### src/bthr_regs.vh
// Constants for the battery threshold trigger bank: register offsets, field positions, reset values.
// Assumes inclusion by bare name from the design files.
`ifndef BTHR_REGS_VH
`define BTHR_REGS_VH
`define BTHR_NUM_TRIG 8
`define BTHR_NUM_CELL 64
`define BTHR_NUM_THERM 32
`define BTHR_CELLS_PER_BOARD 16
`define BTHR_THERMS_PER_BOARD 8
`define BTHR_NUM_BOARD 4
// Register offsets, byte addresses of 32-bit words.
`define BTHR_ADDR_TRIG_BASE 8'h00
`define BTHR_ADDR_TRIG_STRIDE 8'h10
`define BTHR_OFS_THRESH 2'h0
`define BTHR_OFS_TRIP_DLY 2'h1
`define BTHR_OFS_RECOV_DLY 2'h2
`define BTHR_OFS_CTRL 2'h3
`define BTHR_ADDR_STATUS 8'h80
`define BTHR_ADDR_CLEAR 8'h84
`define BTHR_ADDR_EVENT 8'h88
`define BTHR_ADDR_CELL_PRES0 8'h90
`define BTHR_ADDR_THERM_PRES 8'h98
`define BTHR_ADDR_VFULL 8'hA0
`define BTHR_ADDR_VFULLAVG 8'hA4
`define BTHR_ADDR_VEMPTY 8'hA8
`define BTHR_ADDR_VEMPTYAVG 8'hAC
`define BTHR_ADDR_CYCLE_LIFE 8'hB0
`define BTHR_ADDR_SOC_STATUS 8'hB4
// Control register fields.
`define BTHR_CTRL_LATCH_BIT 0
`define BTHR_CTRL_OFF_BIT 1
// Reset values.
`define BTHR_RST_THRESH 16'hFFFF
`define BTHR_RST_DLY 16'h0000
`define BTHR_RST_CTRL 2'h2
`define BTHR_RST_LEVEL 16'h0000
`define BTHR_RST_CYCLE 16'h0000
`define BTHR_RST_PRES 32'hFFFFFFFF
`endif

### src/bthr_bank.v
// Hysteresis trigger bank with stack setup registers for a battery stack monitor.
// Assumes a synchronous host register port, a one-cycle sample tick and millivolt inputs.
// What this block does
// - Trip condition is input at or above level.
// - Trip only after condition holds trip delay.
// - Zero trip delay trips on first evaluation.
// - Non-latching clears after recover delay below level.
// - Zero recover delay clears immediately.
// - Hold setting selects latching or self-clearing.
// - Off setting disables trigger, never trips.
// - Latched trip stays until host clear request or off setting.
// - Self-clearing trigger clears itself after recovery.
// - Cell presence flags are only looked up by index; stack evaluation does not use them.
// - Cell index is sixteen per measurement board.
// - Thermistor presence flags are only looked up by index.
// - Thermistor index is eight per measurement board.
// - Full level versus highest cell; zero disables.
// - Average full level versus mean; zero disables.
// - Empty level versus lowest cell; zero disables.
// - Average empty level versus mean; zero disables.
// - Zero cycle life drops cycle count use.
// - Levels and inputs are in millivolts.
`timescale 1ns/1ns
`include "bthr_regs.vh"
module bthr_bank (
  // Clock, reset and enable
  input wire ref_clk,
  input wire reset,
  input wire clk_en,
  input wire sample_tick,
  // Register port
  input wire [7:0] reg_addr,
  input wire [31:0] reg_wdata,
  input wire reg_wr,
  input wire reg_rd,
  output reg [31:0] reg_rdata,
  // Monitored inputs, one 16-bit millivolt or raw value per trigger
  input wire [16*`BTHR_NUM_TRIG-1:0] trig_inputs,
  // Stack measurements in millivolts
  input wire [15:0] cell_max_mv,
  input wire [15:0] cell_min_mv,
  input wire [15:0] cell_avg_mv,
  // Cell and thermistor address lookup: measurement board and position on it
  input wire [1:0] cell_board,
  input wire [3:0] cell_pos,
  input wire [1:0] therm_board,
  input wire [2:0] therm_pos,
  // Status outputs
  output wire [`BTHR_NUM_TRIG-1:0] trig_tripped,
  output reg [`BTHR_NUM_TRIG-1:0] trig_event,
  output reg cell_index_present,
  output reg therm_index_present,
  output reg [`BTHR_NUM_CELL-1:0] cell_present,
  output reg [`BTHR_NUM_THERM-1:0] therm_present,
  output reg stack_full,
  output reg stack_empty,
  output reg cycle_count_used
);
  reg [15:0] thresh_q [0:`BTHR_NUM_TRIG-1];
  reg [15:0] trip_dly_q [0:`BTHR_NUM_TRIG-1];
  reg [15:0] recov_dly_q [0:`BTHR_NUM_TRIG-1];
  reg [1:0] ctrl_q [0:`BTHR_NUM_TRIG-1];
  reg [`BTHR_NUM_TRIG-1:0] clear_req_q;
  reg [`BTHR_NUM_TRIG-1:0] tripped_prev_q;
  reg [`BTHR_NUM_TRIG-1:0] event_sticky_q;
  reg [15:0] vfull_q;
  reg [15:0] vfullavg_q;
  reg [15:0] vempty_q;
  reg [15:0] vemptyavg_q;
  reg [15:0] cycle_life_q;
  wire trig_sel = (reg_addr[7] == 1'b0);
  wire [2:0] trig_idx = reg_addr[6:4];
  wire [1:0] trig_fld = reg_addr[3:2];
  wire [5:0] cell_index = {cell_board, cell_pos};
  wire [4:0] therm_index = {therm_board, therm_pos};
  wire [`BTHR_NUM_TRIG-1:0] changed = trig_tripped ^ tripped_prev_q;
  genvar g;
  generate
    for (g = 0; g < `BTHR_NUM_TRIG; g = g + 1) begin : gen_trig
      bthr_trigger u_trig (
        .ref_clk(ref_clk),
        .reset(reset),
        .clk_en(clk_en),
        .sample_tick(sample_tick),
        .level_in(trig_inputs[16*g +: 16]),
        .thresh(thresh_q[g]),
        .trip_dly(trip_dly_q[g]),
        .recov_dly(recov_dly_q[g]),
        .latch_en(ctrl_q[g][`BTHR_CTRL_LATCH_BIT]),
        .off(ctrl_q[g][`BTHR_CTRL_OFF_BIT]),
        .clear_req(clear_req_q[g]),
        .tripped_q(trig_tripped[g])
      );
      always @(posedge ref_clk) begin
        if (reset) begin
          thresh_q[g] <= `BTHR_RST_THRESH;
          trip_dly_q[g] <= `BTHR_RST_DLY;
          recov_dly_q[g] <= `BTHR_RST_DLY;
          ctrl_q[g] <= `BTHR_RST_CTRL;
        end else if (clk_en && reg_wr && trig_sel && trig_idx == g) begin
          case (trig_fld)
            `BTHR_OFS_THRESH: thresh_q[g] <= reg_wdata[15:0];
            `BTHR_OFS_TRIP_DLY: trip_dly_q[g] <= reg_wdata[15:0];
            `BTHR_OFS_RECOV_DLY: recov_dly_q[g] <= reg_wdata[15:0];
            default: ctrl_q[g] <= reg_wdata[1:0];
          endcase
        end
      end
    end
  endgenerate
  always @(posedge ref_clk) begin
    if (reset) begin
      clear_req_q <= {`BTHR_NUM_TRIG{1'b0}};
      tripped_prev_q <= {`BTHR_NUM_TRIG{1'b0}};
      event_sticky_q <= {`BTHR_NUM_TRIG{1'b0}};
      trig_event <= {`BTHR_NUM_TRIG{1'b0}};
      cell_present <= {`BTHR_NUM_CELL{1'b1}};
      therm_present <= `BTHR_RST_PRES;
      vfull_q <= `BTHR_RST_LEVEL;
      vfullavg_q <= `BTHR_RST_LEVEL;
      vempty_q <= `BTHR_RST_LEVEL;
      vemptyavg_q <= `BTHR_RST_LEVEL;
      cycle_life_q <= `BTHR_RST_CYCLE;
      reg_rdata <= 32'h00000000;
      cell_index_present <= 1'b0;
      therm_index_present <= 1'b0;
      stack_full <= 1'b0;
      stack_empty <= 1'b0;
      cycle_count_used <= 1'b0;
    end else if (clk_en) begin
      // Clear request is a one-cycle pulse into the trigger bank.
      clear_req_q <= (reg_wr && reg_addr == `BTHR_ADDR_CLEAR) ? reg_wdata[`BTHR_NUM_TRIG-1:0] :
                     {`BTHR_NUM_TRIG{1'b0}};
      tripped_prev_q <= trig_tripped;
      trig_event <= changed;
      // Write-one-to-clear; a new change in the same cycle wins.
      if (reg_wr && reg_addr == `BTHR_ADDR_EVENT) begin
        event_sticky_q <= (event_sticky_q & ~reg_wdata[`BTHR_NUM_TRIG-1:0]) | changed;
      end else begin
        event_sticky_q <= event_sticky_q | changed;
      end
      if (reg_wr) begin
        case (reg_addr)
          `BTHR_ADDR_CELL_PRES0: cell_present[31:0] <= reg_wdata;
          `BTHR_ADDR_CELL_PRES0 + 8'h04: cell_present[63:32] <= reg_wdata;
          `BTHR_ADDR_THERM_PRES: therm_present <= reg_wdata;
          `BTHR_ADDR_VFULL: vfull_q <= reg_wdata[15:0];
          `BTHR_ADDR_VFULLAVG: vfullavg_q <= reg_wdata[15:0];
          `BTHR_ADDR_VEMPTY: vempty_q <= reg_wdata[15:0];
          `BTHR_ADDR_VEMPTYAVG: vemptyavg_q <= reg_wdata[15:0];
          `BTHR_ADDR_CYCLE_LIFE: cycle_life_q <= reg_wdata[15:0];
          default: ;
        endcase
      end
      cell_index_present <= cell_present[cell_index];
      therm_index_present <= therm_present[therm_index];
      stack_full <= ((vfull_q != 16'h0000) && (cell_max_mv >= vfull_q)) ||
                    ((vfullavg_q != 16'h0000) && (cell_avg_mv >= vfullavg_q));
      stack_empty <= ((vempty_q != 16'h0000) && (cell_min_mv <= vempty_q)) ||
                     ((vemptyavg_q != 16'h0000) && (cell_avg_mv <= vemptyavg_q));
      cycle_count_used <= (cycle_life_q != 16'h0000);
      reg_rdata <= 32'h00000000;
      if (reg_rd) begin
        if (trig_sel) begin
          case (trig_fld)
            `BTHR_OFS_THRESH: reg_rdata <= {16'h0000, thresh_q[trig_idx]};
            `BTHR_OFS_TRIP_DLY: reg_rdata <= {16'h0000, trip_dly_q[trig_idx]};
            `BTHR_OFS_RECOV_DLY: reg_rdata <= {16'h0000, recov_dly_q[trig_idx]};
            default: reg_rdata <= {30'h00000000, ctrl_q[trig_idx]};
          endcase
        end else begin
          case (reg_addr)
            `BTHR_ADDR_STATUS: reg_rdata <= {24'h000000, trig_tripped};
            `BTHR_ADDR_EVENT: reg_rdata <= {24'h000000, event_sticky_q};
            `BTHR_ADDR_CELL_PRES0: reg_rdata <= cell_present[31:0];
            `BTHR_ADDR_CELL_PRES0 + 8'h04: reg_rdata <= cell_present[63:32];
            `BTHR_ADDR_THERM_PRES: reg_rdata <= therm_present;
            `BTHR_ADDR_VFULL: reg_rdata <= {16'h0000, vfull_q};
            `BTHR_ADDR_VFULLAVG: reg_rdata <= {16'h0000, vfullavg_q};
            `BTHR_ADDR_VEMPTY: reg_rdata <= {16'h0000, vempty_q};
            `BTHR_ADDR_VEMPTYAVG: reg_rdata <= {16'h0000, vemptyavg_q};
            `BTHR_ADDR_CYCLE_LIFE: reg_rdata <= {16'h0000, cycle_life_q};
            `BTHR_ADDR_SOC_STATUS: reg_rdata <= {29'h00000000, cycle_count_used, stack_empty, stack_full};
            default: reg_rdata <= 32'h00000000;
          endcase
        end
      end
    end
  end
endmodule // bthr_bank

### src/bthr_trigger.v
// One hysteresis trigger with one counter shared by trip and recover delays, in sample-tick units.
// Assumes inputs synchronous to ref_clk and a one-cycle sample tick.
`timescale 1ns/1ns
`include "bthr_regs.vh"
module bthr_trigger (
  // Clock and reset
  input wire ref_clk,
  input wire reset,
  input wire clk_en,
  input wire sample_tick,
  // Configuration
  input wire [15:0] level_in,
  input wire [15:0] thresh,
  input wire [15:0] trip_dly,
  input wire [15:0] recov_dly,
  input wire latch_en,
  input wire off,
  input wire clear_req,
  // Status
  output reg tripped_q
);
  reg [15:0] cnt_q;
  reg [15:0] cnt_d;
  reg tripped_d;
  wire above = (level_in >= thresh);
  always @* begin
    cnt_d = cnt_q;
    tripped_d = tripped_q;
    if (off) begin
      cnt_d = 16'h0000;
      tripped_d = 1'b0;
    end else begin
      if (sample_tick) begin
        if (!tripped_q) begin
          if (!above) begin
            cnt_d = 16'h0000;
          end else if (cnt_q >= trip_dly) begin
            tripped_d = 1'b1;
            cnt_d = 16'h0000;
          end else begin
            cnt_d = cnt_q + 16'h0001;
            if (cnt_d >= trip_dly) begin
              tripped_d = 1'b1;
              cnt_d = 16'h0000;
            end
          end
        end else if (!latch_en) begin
          if (above) begin
            cnt_d = 16'h0000;
          end else if (cnt_q >= recov_dly) begin
            tripped_d = 1'b0;
            cnt_d = 16'h0000;
          end else begin
            cnt_d = cnt_q + 16'h0001;
            if (cnt_d >= recov_dly) begin
              tripped_d = 1'b0;
              cnt_d = 16'h0000;
            end
          end
        end
      end
      // Clear request only acts on a latched trip; an instant re-trip on the same tick wins over the clear.
      if (clear_req && latch_en && tripped_q) begin
        tripped_d = sample_tick && above && (trip_dly <= 16'h0001);
        cnt_d = 16'h0000;
      end
    end
  end
  always @(posedge ref_clk) begin
    if (reset) begin
      cnt_q <= 16'h0000;
      tripped_q <= 1'b0;
    end else if (clk_en) begin
      cnt_q <= cnt_d;
      tripped_q <= tripped_d;
    end
  end
endmodule // bthr_trigger

### config.mk
export PLATFORM = sky130hd
export DESIGN_NAME = bthr_bank
export DESIGN_NICKNAME = d
export VERILOG_FILES = /design/src/bthr_bank.v /design/src/bthr_trigger.v
export VERILOG_INCLUDE_DIRS = /design/src
export SDC_FILE = /design/constraint.sdc
export NUM_CORES = 2
export LEC_CHECK = 0
export BUFFER_PORTS_ARGS = -buffer_cell sky130_fd_sc_hd__buf_2
export CORE_MARGIN = 1.5
export CORE_UTILIZATION = 45
export DETAILED_ROUTE_END_ITERATION = 12
export GPL_ROUTABILITY_DRIVEN = 1
export HOLD_SLACK_MARGIN = 0.03
export PLACE_DENSITY = 0.69
export RECOVER_POWER = 25
export REMOVE_ABC_BUFFERS = 1
export SETUP_SLACK_MARGIN = 0.15
export SLEW_MARGIN = 5
export SYNTH_ARGS = -nofsm -noshare
export SYNTH_HDL_FRONTEND = slang
export SYNTH_HIERARCHICAL = 1
export SYNTH_SLANG_ARGS = --single-unit
export TNS_END_PERCENT = 30
### constraint.sdc
create_clock -name ref_clk -period 7.32 [get_ports ref_clk]
set_input_delay 1.464 -clock ref_clk [delete_from_list [all_inputs] [get_ports ref_clk]]
set_output_delay 1.464 -clock ref_clk [all_outputs]
set_load 0.02 [all_outputs]
==> summary.txt <==
Worst setup path
  • Top fanout value on the critical path: 54
  • Cells along the critical path: clkbuf_1 -> nor3b_2 -> nand2_1 -> nor2_1 -> and2_1
  • CP startpoint kind: primary input
  • Max stage delay on crit path: 2.34 ns
  • WP depth: 5
  • Top delay family on crit path: simple AND/OR/NAND/NOR gates
  • Worst Path Buf+Inv: 1
  • WS Path Type: primary input to flip-flop
  • CP Capture Type: flip-flop
  • Worst EP required: 7.89 ns
  • Slowest cell on crit path: clkbuf_1
  • Crit path arrival time: 6.45 ns
  • R2R cell count: 15

Timing
  • Slew headroom: -127%
  • Minimum clock period after layout: 5.87 ns
  • Setup TNS: 0 ns
  • Fin. max-slew vios: 262
  • Fmax: 0.170 GHz
  • Period utilization: 80.3%
  • Worst Clk Skew: 0.0387 ns
  • RSZ-0062 raised after global routing: no
  • Worst-margin pin slew: 3.41 ns
  • Setup violations, final: 0
  • Final-report hold violation count: 0

Pwr
  • Pwr Density: 179 nW/µm²
  • Leak: 26.1 nW
  • Final Power: 11.0 mW
  • VDD IR max: 0.176 mV

Route
  • DRC: 0
  • Drt pass-1 iters: 8
  • Final wirelength: 211000 µm
  • Vias: 49700
  • Post-route antenna net violation count: 0
  • Iter 0 DRT Violations: 6506
  • DR vias/cell: 6.28
  • DR WL/cell: 26.7 µm

Placement
  • Buffers on Ports: 381
  • Post-DP HPWL: 158000 µm
  • Gpl congestion: 1.01

Clocking
  • Hold_buf cts: 0
  • Clock slew seen by the registers of the worst setup and hold paths: 0.06 ns
  • Num CTS Buffers: 87
  • Post-CTS Resized: 0
  • H-tree depth: 3
  • CTS max path bufs: 3
  • Clock latency on the worst-skew pair: 0.71 ns
  • CTS tree: yes
  • CTS Sinks: 781
  • Post-CTS Setup Bufs: 0
  • Root buf cell: clkbuf_16

Floorplan
  • Initial core utilization: 45.3%
  • Die area: 125000 µm²
  • Io pins: 382
  • Overall die width: 353 µm
  • Die Ht: 353 µm
  • Core Region: 122000 µm²
  • Rows: 128

Finish
  • # fillers: 11300
  • Final Core Density: 50.3%
  • Nets@finish: 7152
  • Most frequent cells in the layout: nand2_1 (736), ha_1 (712), a21oi_1 (478)
  • Share of cells above drive strength 1: 10.8%
  • Commonest non-fill, non-tap cell in the layout: nand2_1
  • Synthesis-to-layout area growth: 11.0%

Synth
  • Area share of the largest cell type after synthesis: 21.8%
  • Ys async rst share: 0%
  • Register bit total from synthesis: 781
  • Post-Synthesis Cells: 5965
  • Synth warn: 6
  • EDFF count, synth: 400
  • Synth top area cells: edfxtp_1 (22%), ha_1 (16%), dfxtp_1 (14%), nand2_1 (5.0%), mux4_2 (4.4%)
  • Register area share after synthesis: 35.6%
  • Top FF cell, synth: edfxtp_1
  • Synth unique cells: 97
  • Area leader, netlist: edfxtp_1
  • Synthesized area: 55100 µm²
  • Syn avg cell area: 9.24 µm²

Worst hold path
  • Hold path depth: 2
  • HP Class: flip-flop to flip-flop

Run
  • Max_cap viols: 3

Global route
  • Total GRT Usage: 32.9%
  • Pin count of the biggest net entering global routing: 146
  • Initial antenna violation count: 12
  • Grt total ovfl: 0
  • Vias in the first global route: 46800
  • First-pass GRT wire length: 308000 µm

Status
  • Status: complete, but fails checks
  • Failing checks: max-capacitance violations, max-slew violations
[synth_stat cells (70+ instances only)]
cell type,instances
nand3_1,217
nand4_1,70
inv_1,455
clkbuf_1,208
mux2i_1,119
and2_1,281
nor3_1,94
nor2_1,235
edfxtp_1,400
o211ai_1,70
dfxtp_1,381
nand2_1,737
o21ai_0,201
a21oi_1,478
or3_1,133
nor2b_1,93
ha_1,712
mux4_2,108
o22ai_1,87
[final timing paths]
| path | start | to | slack, ns |
|---|---|---|---|
| hold / removal | event_sticky_q[5] | event_sticky_q[5] | 0.46 |
| setup / recovery | reg_addr[6] | recov_dly_q[6][5] | 1.45 |
| setup reg to reg | gen_trig[1].u_trig/cnt_q[0] | gen_trig[1].u_trig/cnt_q[5] | 2.64 |
| hold reg to reg | event_sticky_q[5] | event_sticky_q[5] | 0.46 |
[stage by stage]
stage	instance area, µm²	setup WS (ns)	hold slack, ns	instances
after floorplan	53600	2.63	0.428	5650
after global placement	58400	2.59	0.444	7743
after detailed placement	58400	2.59	0.451	7743
after CTS	61400	2.68	0.458	7906
after global routing	61100	1.34	0.475	7908
final	61200	1.45	0.456	7914
[report_power, final]
group	switching [mW]	internal [mW]	leakage (nW)
Clock	2.02	2.70	1.48
Sequential	0.204	4.72	6.95
Combinational	0.878	0.442	17.6
[worst register-to-register path, cell delays in order, from the launching register on]
cell      delay [ns]
dfxtp_1         0.46
ha_1            0.26
and3_1          0.26
and3_1          0.31
and3_1          0.33
nand3_1         0.17
xnor2_1         0.30
ha_1            0.32
a21oi_1         0.15
nand2_1         0.07
a222oi_1        0.36
nand2_1         0.12
nor4bb_2        0.84
buf_4           0.33
o22ai_1         0.10
a21oi_1         0.19
[layout make-up]
class / instances / area [µm²] / share of cell area (%)
clock inverter: 57 / 667 / 1.09
multi-input combinational: 4412 / 32400 / 52.9
tap: 1625 / 2030 / 3.32
inverter: 457 / 1720 / 2.81
antenna: 8 / 20.0 / 0.0327
timing repair buffer: 468 / 2370 / 3.87
sequential: 781 / 19600 / 32.1
clock buffer: 106 / 2340 / 3.83
[per-layer routing]
metal  GRT usage (%)  part of all wire, %  vias up
met2            50.9                   44     3070
met3            8.96                   12      640
met4            16.7                  5.8       10
met1            42.0                   38    23800
li1                -                    -    22200
met5               0                0.036        -
[kinds of logic (layout without fill, tap and decap cells)]
family / Yosys count / count (layout) / synth area share [%]
simple gates: 2139 / 2139 / 19.9
compound gates: 1200 / 1200 / 13.7
flops: 781 / 781 / 35.6
buf+inv: 772 / 1088 / 5.80
fa+ha+maj: 712 / 712 / 16.2
mux: 241 / 241 / 6.86
xor+xnor: 120 / 120 / 1.95
other cells: 0 / 8 / 0
[state kept, by name, indices dropped and copies added, names as in the netlist, 8 cells and up]
signal                     flops
event_sticky_q                 8
therm_present                 32
reg_rdata                     32
recov_dly_q                  128
thresh_q                     128
vfullavg_q                    16
cycle_life_q                  16
trip_dly_q                   128
vfull_q                       16
vemptyavg_q                   16
clear_req_q                    8
gen_trig.u_trig/tripped_q      8
tripped_prev_q                 8
ctrl_q                        16
gen_trig.u_trig/cnt_q        128
vempty_q                      16
cell_present                  64
trig_event                     8
Power figures use the tool's default switching activity.
